`src/rtl/cbsm_pkg.sv`:
```
// Functional notes
// four 10-bit patterns per sequence, one symbol each
// match length only 1, 2 or 4
// length one compares first symbol only
// cleared care bit makes symbol always match
// pattern b active: either sequence triggers bonding
// pattern b inactive: only sequence a counts
// match timestamp is the skew reference point
// wait 1 to 14 cycles before bond order
// compare decoded or encoded stream per select; encoded stream is used whenever decoder_en_in is low
// match flag marks first symbol of sequence
package cbsm_pkg;
    localparam int SYM_W = 10;
    localparam int NSUB = 4;
    localparam int FIFO_DEPTH = 16;
    localparam int ADDR_W = 8;
    localparam int DATA_W = 32;
    localparam int STAMP_W = 32;
    localparam int MCNT_W = 16;

    localparam logic [7:0] REG_PAT_A = 8'h00;
    localparam logic [7:0] REG_PAT_B = 8'h10;
    localparam logic [7:0] REG_CARE = 8'h20;
    localparam logic [7:0] REG_CTRL = 8'h24;
    localparam logic [7:0] REG_STAT = 8'h28;
    localparam logic [7:0] REG_STAMP = 8'h2c;

    localparam int CARE_A_LSB = 0;
    localparam int CARE_B_LSB = 4;
    localparam int CTRL_B_ACT_BIT = 0;
    localparam int CTRL_LEN_LSB = 1;
    localparam int CTRL_SRC_BIT = 4;
    localparam int CTRL_WAIT_LSB = 8;
    localparam int STAT_BUSY_BIT = 16;

    localparam logic [2:0] LEN_ONE = 3'h1;
    localparam logic [2:0] LEN_TWO = 3'h2;
    localparam logic [2:0] LEN_FOUR = 3'h4;
    localparam logic [3:0] WAIT_MIN = 4'h1;
    localparam logic [3:0] WAIT_MAX = 4'he;

    localparam logic [3:0] CARE_RST = 4'hf;
    localparam logic [2:0] LEN_RST = 3'h4;
    localparam logic [3:0] WAIT_RST = 4'h7;
    localparam logic [2:0] FILL_FULL = 3'h4;

    typedef logic [NSUB-1:0][SYM_W-1:0] cbsm_window_t;

    typedef struct packed {
        logic [NSUB-1:0][SYM_W-1:0] sym;
        logic [NSUB-1:0] care;
    } cbsm_pattern_t;

    typedef struct packed {
        logic b_active;
        logic [2:0] len;
        logic src_decoded;
        logic [3:0] wait_cycles;
    } cbsm_ctrl_t;
endpackage

```
`src/rtl/cbsm_fifo.sv`:
```
`timescale 1ns/1ps
`default_nettype none
module cbsm_fifo #(
    parameter int WIDTH = 10,
    parameter int DEPTH = 16
) (
    input wire logic clock_in,
    input wire logic rst_in,
    input wire logic [WIDTH-1:0] in_data_in,
    input wire logic in_valid_in,
    output logic in_ready_out,
    output logic [WIDTH-1:0] out_data_out,
    output logic out_valid_out,
    input wire logic out_ready_in
);
    localparam int AW = $clog2(DEPTH);
    localparam logic [AW:0] DEPTH_C = (AW + 1)'(DEPTH);
    localparam logic [AW:0] ZERO_C = '0;

    logic [WIDTH-1:0] mem [DEPTH];
    logic [AW-1:0] wr_q, wr_d, rd_q, rd_d;
    logic [AW:0] cnt_q, cnt_d;
    logic ready_q, ready_d;
    logic push, pop;

    assign push = in_valid_in && ready_q;
    assign pop = out_valid_out && out_ready_in;
    assign in_ready_out = ready_q;
    assign out_valid_out = (cnt_q != ZERO_C);
    assign out_data_out = mem[rd_q];

    always_comb begin
        wr_d = push ? wr_q + 1'b1 : wr_q;
        rd_d = pop ? rd_q + 1'b1 : rd_q;
        cnt_d = cnt_q + (AW + 1)'(push) - (AW + 1)'(pop);
        ready_d = (cnt_d < DEPTH_C);
    end

    always_ff @(posedge clock_in) begin
        if (rst_in) begin
            wr_q <= '0;
            rd_q <= '0;
            cnt_q <= '0;
            ready_q <= 1'b0;
        end else begin
            wr_q <= wr_d;
            rd_q <= rd_d;
            cnt_q <= cnt_d;
            ready_q <= ready_d;
        end
    end

    always_ff @(posedge clock_in) begin
        if (push) begin
            mem[wr_q] <= in_data_in;
        end
    end

    property p_no_overflow;
        @(posedge clock_in) disable iff (rst_in)
        cnt_q == DEPTH_C |-> !ready_q;
    endproperty
    a_no_overflow: assert property (p_no_overflow)
        else $error("fifo accepts data while full");
endmodule // cbsm_fifo
`default_nettype wire

```
`src/rtl/cbsm_matcher.sv`:
```
`timescale 1ns/1ps
`default_nettype none
module cbsm_matcher (
    input wire logic clock_in,
    input wire logic rst_in,
    input wire cbsm_pkg::cbsm_window_t window_in,
    input wire cbsm_pkg::cbsm_pattern_t pattern_in,
    input wire logic [2:0] len_in,
    output logic match_out
);
    logic [cbsm_pkg::NSUB-1:0] sub_ok;

    for (genvar k = 0; k < cbsm_pkg::NSUB; k++) begin : g_sub
        // symbols past the length or not cared about pass
        assign sub_ok[k] = (3'(k) >= len_in) ||
            !pattern_in.care[k] ||
            (window_in[k] == pattern_in.sym[k]);
    end

    assign match_out = &sub_ok;

    property p_len_one;
        @(posedge clock_in) disable iff (rst_in)
        len_in == cbsm_pkg::LEN_ONE |-> match_out ==
            (!pattern_in.care[0] || window_in[0] == pattern_in.sym[0]);
    endproperty
    a_len_one: assert property (p_len_one)
        else $error("length one match not from first symbol");

    property p_dont_care;
        @(posedge clock_in) disable iff (rst_in)
        pattern_in.care == 4'h0 |-> match_out;
    endproperty
    a_dont_care: assert property (p_dont_care)
        else $error("all don't-care pattern failed to match");

    property p_first_sym;
        @(posedge clock_in) disable iff (rst_in)
        pattern_in.care[0] && window_in[0] != pattern_in.sym[0]
            |-> !match_out;
    endproperty
    a_first_sym: assert property (p_first_sym)
        else $error("match despite first symbol mismatch");
endmodule // cbsm_matcher
`default_nettype wire

```
`src/rtl/cbsm_top.sv`:
```
`timescale 1ns/1ps
`default_nettype none
module cbsm_top (
    input wire logic clock_in,
    input wire logic rst_in,
    input wire logic [7:0] avs_address_in,
    input wire logic avs_read_in,
    input wire logic avs_write_in,
    input wire logic [31:0] avs_writedata_in,
    input wire logic [3:0] avs_byteenable_in,
    output logic [31:0] avs_readdata_out,
    output logic avs_waitrequest_out,
    input wire logic [9:0] sym_decoded_in,
    input wire logic [9:0] sym_encoded_in,
    input wire logic decoder_en_in,
    input wire logic sym_valid_in,
    output logic sym_ready_out,
    output logic [9:0] out_sym_out,
    output logic out_valid_out,
    input wire logic out_ready_in,
    output logic bond_match_out,
    output logic bond_order_out
);
    cbsm_pkg::cbsm_pattern_t pat_a_q, pat_a_d, pat_b_q, pat_b_d;
    cbsm_pkg::cbsm_ctrl_t ctrl_q, ctrl_d;
    cbsm_pkg::cbsm_window_t win_q, win_d;
    logic wait_q, wait_d;
    logic [31:0] rdata_q, rdata_d, rd_mux, be_mask, merged;
    logic [2:0] fill_q, fill_d;
    logic [9:0] osym_q, osym_d, sel_sym, fifo_data;
    logic ovalid_q, ovalid_d, match_q, match_d;
    logic order_q, order_d;
    logic [3:0] wcnt_q, wcnt_d;
    logic [cbsm_pkg::MCNT_W-1:0] mcnt_q, mcnt_d;
    logic [cbsm_pkg::STAMP_W-1:0] cyc_q, cyc_d, stamp_q, stamp_d;
    logic fifo_valid, advance, full, hit_a, hit_b, seq_hit, hit_evt;
    logic acc, wr_acc;
    logic [2:0] new_len;
    logic [3:0] new_wait;

    // avalon slave, one wait cycle per access
    assign acc = (avs_read_in || avs_write_in) && wait_q;
    assign wr_acc = avs_write_in && !wait_q;

    always_comb begin
        rd_mux = 32'h0;
        if (avs_address_in[1:0] != 2'h0) begin
            rd_mux = 32'h0;
        end else if (avs_address_in[7:4] == cbsm_pkg::REG_PAT_A[7:4]) begin
            rd_mux = 32'(pat_a_q.sym[avs_address_in[3:2]]);
        end else if (avs_address_in[7:4] == cbsm_pkg::REG_PAT_B[7:4]) begin
            rd_mux = 32'(pat_b_q.sym[avs_address_in[3:2]]);
        end else if (avs_address_in == cbsm_pkg::REG_CARE) begin
            rd_mux[cbsm_pkg::CARE_A_LSB +: 4] = pat_a_q.care;
            rd_mux[cbsm_pkg::CARE_B_LSB +: 4] = pat_b_q.care;
        end else if (avs_address_in == cbsm_pkg::REG_CTRL) begin
            rd_mux[cbsm_pkg::CTRL_B_ACT_BIT] = ctrl_q.b_active;
            rd_mux[cbsm_pkg::CTRL_LEN_LSB +: 3] = ctrl_q.len;
            rd_mux[cbsm_pkg::CTRL_SRC_BIT] = ctrl_q.src_decoded;
            rd_mux[cbsm_pkg::CTRL_WAIT_LSB +: 4] = ctrl_q.wait_cycles;
        end else if (avs_address_in == cbsm_pkg::REG_STAT) begin
            rd_mux[cbsm_pkg::MCNT_W-1:0] = mcnt_q;
            rd_mux[cbsm_pkg::STAT_BUSY_BIT] = (wcnt_q != 4'h0);
        end else if (avs_address_in == cbsm_pkg::REG_STAMP) begin
            rd_mux = stamp_q;
        end
    end

    always_comb begin
        for (int i = 0; i < 4; i++) begin
            be_mask[i*8 +: 8] = {8{avs_byteenable_in[i]}};
        end
        merged = (rd_mux & ~be_mask) | (avs_writedata_in & be_mask);
        new_len = merged[cbsm_pkg::CTRL_LEN_LSB +: 3];
        new_wait = merged[cbsm_pkg::CTRL_WAIT_LSB +: 4];
    end

    always_comb begin
        wait_d = !acc;
        rdata_d = acc && avs_read_in ? rd_mux : rdata_q;
        pat_a_d = pat_a_q;
        pat_b_d = pat_b_q;
        ctrl_d = ctrl_q;
        if (!wr_acc || avs_address_in[1:0] != 2'h0) begin
            pat_a_d = pat_a_q;
        end else if (avs_address_in[7:4] == cbsm_pkg::REG_PAT_A[7:4]) begin
            pat_a_d.sym[avs_address_in[3:2]] = merged[9:0];
        end else if (avs_address_in[7:4] == cbsm_pkg::REG_PAT_B[7:4]) begin
            pat_b_d.sym[avs_address_in[3:2]] = merged[9:0];
        end else if (avs_address_in == cbsm_pkg::REG_CARE) begin
            pat_a_d.care = merged[cbsm_pkg::CARE_A_LSB +: 4];
            pat_b_d.care = merged[cbsm_pkg::CARE_B_LSB +: 4];
        end else if (avs_address_in == cbsm_pkg::REG_CTRL) begin
            ctrl_d.b_active = merged[cbsm_pkg::CTRL_B_ACT_BIT];
            ctrl_d.src_decoded = merged[cbsm_pkg::CTRL_SRC_BIT];
            // illegal length or wait keeps the old value
            if (new_len == cbsm_pkg::LEN_ONE ||
                new_len == cbsm_pkg::LEN_TWO ||
                new_len == cbsm_pkg::LEN_FOUR) begin
                ctrl_d.len = new_len;
            end
            if (new_wait >= cbsm_pkg::WAIT_MIN &&
                new_wait <= cbsm_pkg::WAIT_MAX) begin
                ctrl_d.wait_cycles = new_wait;
            end
        end
    end

    always_ff @(posedge clock_in) begin
        if (rst_in) begin
            wait_q <= 1'b1;
            rdata_q <= 32'h0;
            pat_a_q <= '{sym: '0, care: cbsm_pkg::CARE_RST};
            pat_b_q <= '{sym: '0, care: cbsm_pkg::CARE_RST};
            ctrl_q <= '{b_active: 1'b0, len: cbsm_pkg::LEN_RST,
                src_decoded: 1'b1, wait_cycles: cbsm_pkg::WAIT_RST};
        end else begin
            wait_q <= wait_d;
            rdata_q <= rdata_d;
            pat_a_q <= pat_a_d;
            pat_b_q <= pat_b_d;
            ctrl_q <= ctrl_d;
        end
    end

    assign avs_waitrequest_out = wait_q;
    assign avs_readdata_out = rdata_q;

    // source select, decoder output only when decoder runs
    assign sel_sym = (ctrl_q.src_decoded && decoder_en_in) ?
        sym_decoded_in : sym_encoded_in;

    cbsm_fifo #(
        .WIDTH(cbsm_pkg::SYM_W),
        .DEPTH(cbsm_pkg::FIFO_DEPTH)
    ) u_fifo (
        .clock_in(clock_in),
        .rst_in(rst_in),
        .in_data_in(sel_sym),
        .in_valid_in(sym_valid_in),
        .in_ready_out(sym_ready_out),
        .out_data_out(fifo_data),
        .out_valid_out(fifo_valid),
        .out_ready_in(advance)
    );

    cbsm_matcher u_match_a (
        .clock_in(clock_in),
        .rst_in(rst_in),
        .window_in(win_q),
        .pattern_in(pat_a_q),
        .len_in(ctrl_q.len),
        .match_out(hit_a)
    );

    cbsm_matcher u_match_b (
        .clock_in(clock_in),
        .rst_in(rst_in),
        .window_in(win_q),
        .pattern_in(pat_b_q),
        .len_in(ctrl_q.len),
        .match_out(hit_b)
    );

    assign full = (fill_q == cbsm_pkg::FILL_FULL);
    assign advance = fifo_valid && (!ovalid_q || out_ready_in);
    assign seq_hit = hit_a || (ctrl_q.b_active && hit_b);
    assign hit_evt = advance && full && seq_hit;

    // window of four symbols, oldest in slot 0
    always_comb begin
        win_d = win_q;
        fill_d = fill_q;
        osym_d = osym_q;
        ovalid_d = ovalid_q;
        match_d = match_q;
        if (advance) begin
            for (int i = 0; i < cbsm_pkg::NSUB - 1; i++) begin
                win_d[i] = win_q[i+1];
            end
            win_d[cbsm_pkg::NSUB-1] = fifo_data;
            fill_d = full ? fill_q : fill_q + 3'h1;
            osym_d = win_q[0];
            ovalid_d = full;
            match_d = hit_evt;
        end else if (out_ready_in) begin
            ovalid_d = 1'b0;
            match_d = 1'b0;
        end
    end

    // bond order delay and skew reference stamp
    always_comb begin
        cyc_d = cyc_q + 32'h1;
        stamp_d = hit_evt ? cyc_q : stamp_q;
        mcnt_d = hit_evt ? mcnt_q + 16'h1 : mcnt_q;
        order_d = (wcnt_q == 4'h1);
        if (wcnt_q != 4'h0) begin
            wcnt_d = wcnt_q - 4'h1;
        end else if (hit_evt) begin
            wcnt_d = ctrl_q.wait_cycles;
        end else begin
            wcnt_d = wcnt_q;
        end
    end

    always_ff @(posedge clock_in) begin
        if (rst_in) begin
            win_q <= '0;
            fill_q <= 3'h0;
            osym_q <= 10'h0;
            ovalid_q <= 1'b0;
            match_q <= 1'b0;
            cyc_q <= 32'h0;
            stamp_q <= 32'h0;
            mcnt_q <= 16'h0;
            order_q <= 1'b0;
            wcnt_q <= 4'h0;
        end else begin
            win_q <= win_d;
            fill_q <= fill_d;
            osym_q <= osym_d;
            ovalid_q <= ovalid_d;
            match_q <= match_d;
            cyc_q <= cyc_d;
            stamp_q <= stamp_d;
            mcnt_q <= mcnt_d;
            order_q <= order_d;
            wcnt_q <= wcnt_d;
        end
    end

    assign out_sym_out = osym_q;
    assign out_valid_out = ovalid_q;
    assign bond_match_out = match_q;
    assign bond_order_out = order_q;

    property p_len_legal;
        @(posedge clock_in) disable iff (rst_in)
        ctrl_q.len == cbsm_pkg::LEN_ONE || ctrl_q.len == cbsm_pkg::LEN_TWO
            || ctrl_q.len == cbsm_pkg::LEN_FOUR;
    endproperty
    a_len_legal: assert property (p_len_legal)
        else $error("match length outside 1, 2, 4");

    property p_wait_legal;
        @(posedge clock_in) disable iff (rst_in)
        ctrl_q.wait_cycles >= cbsm_pkg::WAIT_MIN &&
            ctrl_q.wait_cycles <= cbsm_pkg::WAIT_MAX;
    endproperty
    a_wait_legal: assert property (p_wait_legal)
        else $error("bond wait outside 1 to 14");

    property p_b_inactive;
        @(posedge clock_in) disable iff (rst_in)
        advance && full && !ctrl_q.b_active |=> match_q == $past(hit_a);
    endproperty
    a_b_inactive: assert property (p_b_inactive)
        else $error("pattern b affected match while inactive");

    property p_either;
        @(posedge clock_in) disable iff (rst_in)
        advance && full && ctrl_q.b_active && (hit_a || hit_b) |=> match_q;
    endproperty
    a_either: assert property (p_either)
        else $error("match on either pattern not flagged");

    property p_order_delay;
        @(posedge clock_in) disable iff (rst_in)
        hit_evt && wcnt_q == 4'h0 && ctrl_q.wait_cycles == 4'h2
            |-> ##1 !order_q ##1 !order_q ##1 order_q;
    endproperty
    a_order_delay: assert property (p_order_delay)
        else $error("bond order not after the wait count");

    property p_stamp;
        @(posedge clock_in) disable iff (rst_in)
        hit_evt |=> stamp_q == $past(cyc_q);
    endproperty
    a_stamp: assert property (p_stamp)
        else $error("skew stamp not taken at match");

    property p_match_first;
        @(posedge clock_in) disable iff (rst_in)
        match_q && $past(advance)
            |-> ovalid_q && osym_q == $past(win_q[0]);
    endproperty
    a_match_first: assert property (p_match_first)
        else $error("match flag not on first symbol");

    property p_source;
        @(posedge clock_in) disable iff (rst_in)
        sym_valid_in && sym_ready_out && !decoder_en_in
            |-> sel_sym == sym_encoded_in;
    endproperty
    a_source: assert property (p_source)
        else $error("decoded data used with decoder off");

    property p_order_pulse;
        @(posedge clock_in) disable iff (rst_in)
        order_q |=> !order_q;
    endproperty
    a_order_pulse: assert property (p_order_pulse)
        else $error("bond order longer than one cycle");
endmodule // cbsm_top
`default_nettype wire
```
`config.mk`:
```
export PLATFORM = sky130hd
export DESIGN_NAME = cbsm_top
export DESIGN_NICKNAME = d
export VERILOG_FILES = /design/src/rtl/cbsm_pkg.sv /design/src/rtl/cbsm_fifo.sv /design/src/rtl/cbsm_matcher.sv /design/src/rtl/cbsm_top.sv
export SDC_FILE = /design/constraint.sdc
export NUM_CORES = 1
export LEC_CHECK = 0
export BUFFER_PORTS_ARGS = -buffer_cell sky130_fd_sc_hd__clkbuf_2
export CORE_ASPECT_RATIO = 1.5
export CORE_UTILIZATION = 30
export CTS_CLUSTER_SIZE = 8
export DETAILED_ROUTE_END_ITERATION = 12
export GPL_TIMING_DRIVEN = 0
export HOLD_SLACK_MARGIN = 0.1
export PLACE_DENSITY_LB_ADDON = 0.2
export SYNTH_ARGS = -nofsm -noshare
export SYNTH_HDL_FRONTEND = slang
export SYNTH_HIERARCHICAL = 1
export SYNTH_SLANG_ARGS = --single-unit
```
`constraint.sdc`:
```
create_clock -name clock_in -period 3 [get_ports clock_in]
set_input_delay 0.45 -clock clock_in [delete_from_list [all_inputs] [get_ports clock_in]]
set_output_delay 0.45 -clock clock_in [all_outputs]
set_load 0.03 [all_outputs]
```
**After elaboration in Yosys (flattened, before gate mapping)**

Memory sizes are Yosys's and may differ from the RTL's. A register that Yosys moved wholly into a read port is not among the register bits.
Index checks and enable logic that the tools add are counted.

- Flip-flop bits (word level): 274
- RAM bits: 160
- Bits of input ports: 71
- Output and inout bits: 47
- Word-level logic and storage cells: 166
- Memories: 1

- $add $sub $neg: 8
- Magnitude comparators: 9
- Equality and inequality tests: 18
- Multiplexer cells: 28
- Bitwise logic cells: 9
- Reductions and logical operators: 61

Memory list:

| name | depth | bits a word | rd ports | clocked after Yosys merged registers in | wr ports | RTL line | source |
|---|---|---|---|---|---|---|---|
| u_fifo.mem | 16 | 10 | 1 | 1 | 1 | cbsm_fifo.sv:20 | `logic [WIDTH-1:0] mem [DEPTH];` |

Operators with widths:

| cell | number |
|---|---|
| $mux 32 | 4 |
| $bwmux 40 | 2 |
| $eq 10x10->1 | 8 |
| $bmux 10 s2 | 2 |
| $mux 10 | 4 |
| $add 32x1->32 const B | 1 |
| $eq 8x6->1 const B | 4 |
| $and 12x12->12 | 2 |
| $mux 24 | 1 |
| $logic_or 1x1->1 | 22 |
| $demux 10 s2 | 1 |
| $mux 20 | 1 |
| $mux 17 | 1 |
| $add 16x1->16 const B | 1 |
| $mux 15 | 1 |
| $logic_and 1x1->1 | 12 |
| $logic_not 1->1 | 12 |
| $mux 4 | 3 |
| $not 12->12 | 1 |
| $or 12x12->12 | 1 |
| $reduce_and 4->1 | 3 |
| $reduce_and 6->1 | 2 |
| $add 4x1->4 const B | 2 |
| $eq 4x1->1 const B | 2 |
| 26 further kinds | 40 |

**Longest topological paths before layout**

- Word-level depth: 14
- Gate-level depth with buffers: 18

**Modules after synthesis**

The synthesis kept the hierarchy.

By module, submodules not included:

| module | times used | cells each | area each (um2) | sequential area each (um2) |
|---|---|---|---|---|
| cbsm_top | 1 | 1272 | 11547.3 | 5405.2 |
| cbsm_fifo | 1 | 352 | 6986.7 | 5165.0 |
| cbsm_matcher | 2 | 62 | 474.2 | 0.0 |

**Least setup slack after synthesis**

No wires, ideal clock.

- Path type: reg2reg
- Start point: register u_fifo.cnt_q[3]
- End point: register u_fifo.ready_q (netlist: u_fifo/in_ready_out)
- Setup time: 0.115 ns
- Arrival: 3.168 ns
- Data required time: 2.885 ns
- Setup slack: -0.283 ns
- Stages on the path, launching flop included: 19
- Buffers on the path: 2
- Clock period less this slack: 3.283 ns
- Cell sequence: dfxtp_1 > inv_1 > ha_1 > or4b_1 > clkbuf_1 > nand2_1 > inv_2 > buf_1 > nand2_1 > inv_1 > ha_1 > inv_1 > ha_1 > inv_1 > fa_1 > nand2b_1 > a21oi_1 > nor3_1 > o21ba_2

- Word-level cells in the longest chain between the ends: 5
- Elaborated cells on any way between the ends: 6

Ends and longest elaborated chain:

| item | RTL line | source |
|---|---|---|
| start, declared | cbsm_fifo.sv:22 | `logic [AW:0] cnt_q, cnt_d;` |
| start signal, assigned | cbsm_fifo.sv:48 | `cnt_q <= cnt_d;` |
| $reduce_bool 5->1 | cbsm_fifo.sv:29 | `assign out_valid_out = (cnt_q != ZERO_C);` |
| named net fifo_valid | cbsm_top.sv:36 | `logic fifo_valid, advance, full, hit_a, hit_b, seq_hit, hit_evt;` |
| $logic_and 1x1->1 | cbsm_top.sv:166 | `assign advance = fifo_valid && (!ovalid_q \|\| out_ready_in);` |
| named net advance | cbsm_top.sv:36 |  |
| $logic_and 1x1->1 | cbsm_fifo.sv:27 | `assign pop = out_valid_out && out_ready_in;` |
| $sub 5x1->5 | cbsm_fifo.sv:35 | `cnt_d = cnt_q + (AW + 1)'(push) - (AW + 1)'(pop);` |
| $lt 5x5->1 | cbsm_fifo.sv:36 | `ready_d = (cnt_d < DEPTH_C);` |
| end signal, assigned | cbsm_fifo.sv:49 | `ready_q <= ready_d;` |
| end, declared | cbsm_fifo.sv:23 | `logic ready_q, ready_d;` |

The timed path passes the listed nets, and every way through them passes these cells.
A chain may end at the register's enable or synchronous reset.

**Final worst setup path**

- Start point: register ctrl_q[6] in the netlist's numbering
- End point: register mcnt_q[14] in the netlist's numbering

- Word-level cells in the longest chain between the ends: 7
- Elaborated cells on any way between the ends: 25

Ends and longest elaborated chain:

| item | RTL line | source |
|---|---|---|
| start, declared | cbsm_top.sv:25 | `cbsm_pkg::cbsm_ctrl_t ctrl_q, ctrl_d;` |
| start signal, assigned | cbsm_top.sv:115 | `ctrl_q <= '{b_active: 1'b0, len: cbsm_pkg::LEN_RST,` |
| start signal, assigned | cbsm_top.sv:122 | `ctrl_q <= ctrl_d;` |
| $ge 1x3->1 / $ge 2x3->1 (equally long branches) | cbsm_matcher.sv:15 | `assign sub_ok[k] = (3'(k) >= len_in) \|\|` |
| $logic_or 1x1->1 | cbsm_matcher.sv:15 |  |
| $logic_or 1x1->1 | cbsm_matcher.sv:16 | `!pattern_in.care[k] \|\|` |
| $reduce_and 4->1 * | cbsm_matcher.sv:20 | `assign match_out = &sub_ok;` |
| named net hit_b | cbsm_top.sv:36 |  |
| $logic_and 1x1->1 * | cbsm_top.sv:167 | `assign seq_hit = hit_a \|\| (ctrl_q.b_active && hit_b);` |
| $logic_or 1x1->1 * | cbsm_top.sv:167 |  |
| $logic_and 1x1->1 * | cbsm_top.sv:168 | `assign hit_evt = advance && full && seq_hit;` |
| end signal, assigned | cbsm_top.sv:227 | `mcnt_q <= mcnt_d;` |
| end, declared | cbsm_top.sv:34 | `logic [cbsm_pkg::MCNT_W-1:0] mcnt_q, mcnt_d;` |

The timed path passes the listed nets; every way through them passes the cells marked *.

==> run_results.csv <==
group,metric,value,unit
clocking,htreeDepth,3,
power_and_ir_drop,power_density,749.7,mW/mm^2
synth,synth.net_count,1838,
run_status,violations,"negative setup slack",
setup_path,cp-start-kind,"register",
synth,synthFlopType,"dfxtp_1",
power_and_ir_drop,power,17.53,mW
clocking,cts.sinks,448,
finish,layout_commonest_cell,"dfxtp_1",
setup_path,regToRegEndpoint,"mcnt_q[14]$_SDFFE_PP0P_",
finish,fillCellCount,6330,
floorplanning,start_util,30.29,%
synth,synth-seq-area-share,54.25,%
finish,final_cell_mix,"261 x dfxtp_1, 240 x nand2_1, 183 x nor2_1",
synth,synth_top_family_by_area,"simple AND/OR/NAND/NOR gates",
setup_path,worst-setup-path-type,"reg -> reg",
sta,setup_viol,2,
drt,drtAntennaViolNets,0,
placement,gp_congestion,0.9656,
drt,wl_per_cell,21.59,um
clocking,cts_tree,"built",
setup_path,setup.worst_path.end,"mcnt_q[14]$_SDFFE_PP0P_",
synth,ys_ff_latch,448,
setup_path,rr_worst_depth,9,
floorplanning,coreArea,0.06433,sq mm
setup_path,end_kind,"register",
power_and_ir_drop,ir_drop,0.3788,mV
clocking,cts_buffer_depth,3,
drt,vias_per_cell,5.031,
sta,worst_pin_slew,1.098,ns
drt,route.met3.wl,2.666,mm
floorplanning,fp-row-count,114,
sta,drv_slew,0,
finish,nets,2015,
clocking,clkSlewWorstSetupHoldPaths,0.06,ns
sta,post-route-period-util,102.1,%
sta,whs,0.1717,ns
grt,grt_max_degree,17,
finish,area_growth,20.01,%
sta,max_freq,0.3265,GHz
sta,hold_viol,0,
clocking,cts_buffers,66,
setup_path,crit_start,"ctrl_q[6]$_SDFFE_PP0P_",
drt,highest_layer,"met4",
setup_path,required,3.51,ns
clocking,clk_latency,0.60,ns
setup_path,crit_arrival,3.58,ns
sta,rsz0062_at_grt,"true",
sta,relSlewSlack,25.36,%
grt,grt_pass1_vias,14300,
synth,synthArstFlopShare,0,%
finish,layout-drive-gt1-share,19.71,%
synth,synth_cell_types,81,
worst_hold_path,holdCritPathClass,"in -> reg",
synth,ys_warn_count,6,
grt,antenna_found_initial,0,
grt,grtUsageTotal,18.64,%
run_status,status,"complete, but fails checks",
drt,drt_wl_total,60.89,mm
drt,met2WireLength,31.48,mm
synth,synth_edf_count,160,
floorplanning,die_w,210.1,um
drt,wl_met1,23.15,mm
floorplanning,die_area,0.06599,sq mm
synth,synth_mux_area_share,10.08,%
synth,synth_xor_area_share,5.619,%
sta,setup_ws,-0.06276,ns
drt,drt_iter0_drc,733,
setup_path,worstPathMaxFanout,9,
synth,syn_area,0.01948,sq mm
floorplanning,die_y,314.1,um
synth,synth_compound_area_share,11.09,%
drt,vias,14190,
finish,post-route-util,36.35,%
placement,hpwl,44.43,mm
synth,avgSynthCellArea,11.15,sq um
setup_path,rrSetupSlack,-0.06,ns
grt,grt.overflow.total,0,
run,drv_cap,0,
clocking,cts-root-buf,"clkbuf_16",
sta,fin_crit,3.063,ns
drt,drc,0,
power_and_ir_drop,p_leak,8.388,nW
synth,synthAdderAreaFrac,1.259,%
placement,numPortBuffers,94,
synth,yosys.area_share.simple,14.17,%
drt,drtPass1Iterations,7,
sta,clock_skew,0.02621,ns
floorplanning,ioPinCount,118,
grt,grt_pass1_wl,90.87,mm
synth,synthCells,1748,
setup_path,r2r-start,"ctrl_q[6]$_SDFFE_PP0P_",
[layer usage]
layer  global-route usage [%]  vias up
li1                         -     6683
met1                    20.71     6929
met2                    33.22      416
met3                    2.793      159
met4                    11.75        0
met5                        0        -
[sequential cells by signal (all words and copies together), names as in the netlist, 3 cells and up, named ones only]
name and cells:
u_fifo/mem 160, pat_a_q 44, pat_b_q 44, win_q 40, avs_readdata_out 32, cyc_q 32
stamp_q 32, mcnt_q 16, out_sym_out 10, ctrl_q 9, u_fifo/cnt_q 5, u_fifo/rd_q 4
u_fifo/wr_q 4, wcnt_q 4, fill_q 3
[layout make-up]
class	count	area (sq um)	share of cell area (%)
clock buffers	90	1901	8.129
inverters	35	141.4	0.6047
plain buffers	96	566.8	2.424
well taps	870	1089	4.656
repair buffers	112	614.3	2.627
diodes	2	5.005	0.02141
clock inverters	1	7.507	0.03211
flip-flops and latches	448	10610	45.38
multi-input cells	1166	8446	36.12
[worst min-delay path by stage]
stage / start / end / slack (ns) / depth (start not counted)
2_1_floorplan: fill_q[2]$_SDFFE_PP0P_ / fill_q[2]$_SDFFE_PP0P_ / 0.43 / 1
3_3_place_gp: avs_readdata_out[2]$_SDFFE_PP0P_ / avs_readdata_out[2]$_SDFFE_PP0P_ / 0.45 / 2
3_5_place_dp: avs_readdata_out[1]$_SDFFE_PP0P_ / avs_readdata_out[1]$_SDFFE_PP0P_ / 0.45 / 2
4_1_cts: rst_in / u_fifo/wr_q[1]$_SDFFE_PP0P_ / 0.16 / 2
5_1_grt: rst_in / u_fifo/wr_q[1]$_SDFFE_PP0P_ / 0.19 / 2
6_report: rst_in / u_fifo/wr_q[1]$_SDFFE_PP0P_ / 0.17 / 2
[cell families (layout without fill, tap and decap cells)]
logic type,Yosys count,in the layout
compound gates,328,328
flops,448,448
fa+ha+maj,19,19
buf+inv,134,334
simple gates,596,596
other cells,0,2
xor+xnor,125,125
mux,98,98
[critical path, stage by stage, from the launching register on]
cell and delay [ns]:
dfxtp_1 0.44, o21ai_0 0.53, a31oi_1 0.16, nor4_2 0.33, a21o_1 0.22, nand4_1 0.10
buf_6 0.16, or4_4 0.54, or3_4 0.38, a21oi_2 0.11
[power by group]
group / leakage [nW] / total [mW] / switching, mW / internal, mW
clock: 0.926 / 6.97 / 2.63 / 4.33
combinational: 3.68 / 3.53 / 1.99 / 1.54
sequential: 3.78 / 7.03 / 0.404 / 6.63
[per-stage QoR]
| step | cells | TNS [ns] | setup slack (ns) | area [sq um] |
|---|---|---|---|---|
| after global placement | 2712 | -34.49 | -0.7704 | 21080 |
| after detailed placement | 2712 | -32.39 | -0.7224 | 21080 |
| after global routing | 2818 | -0.1627 | -0.09763 | 23380 |
| final | 2820 | -0.09427 | -0.06276 | 23380 |
| after floorplan | 1748 | 0 | 0.04476 | 19520 |
| after CTS | 2814 | -0.003282 | -0.003282 | 23250 |
[synthesized netlist by cell type, types with 6 or more instances]
| cell type | n | area [sq um] |
|---|---|---|
| buf_2 | 11 | 55.05 |
| a211oi_1 | 76 | 570.6 |
| o21ai_0 | 17 | 85.08 |
| mux2_2 | 17 | 191.4 |
| mux4_2 | 40 | 900.9 |
| ha_1 | 18 | 225.2 |
| a31oi_1 | 9 | 56.30 |
| nor2b_1 | 6 | 37.54 |
| nor2_1 | 183 | 686.9 |
| o211ai_1 | 6 | 45.04 |
| inv_1 | 33 | 123.9 |
| nor3_1 | 24 | 120.1 |
| mux2i_1 | 11 | 110.1 |
| clkbuf_1 | 59 | 221.5 |
| mux4_1 | 25 | 656.9 |
| nor4_1 | 20 | 125.1 |
| buf_6 | 10 | 112.6 |
| a21oi_1 | 128 | 640.6 |
| xor2_1 | 96 | 840.8 |
| and2_1 | 27 | 168.9 |
| xnor2_1 | 29 | 254.0 |
| buf_1 | 8 | 30.03 |
| or3_1 | 12 | 75.07 |
| edfxtp_1 | 160 | 4805 |
| nand2_1 | 242 | 908.4 |
| nor2_2 | 6 | 37.54 |
| a22oi_1 | 46 | 345.3 |
| and3_1 | 10 | 62.56 |
| nand4_1 | 8 | 50.05 |
| dfxtp_1 | 288 | 5766 |
| nand3_1 | 24 | 120.1 |
[timing repair]
action / 4_1_cts / 5_1_grt
endpoints found under the setup margin: 55 / 41
buffers inserted: 10 / 6
pin swaps: 9 / 16
cloned: 0 / 0
hold buffers: 2 / 0
gates resized for setup: 53 / 33
endpoints found under the hold margin: 1 / 0
Note: power is estimated with default switching activity, not from simulation.
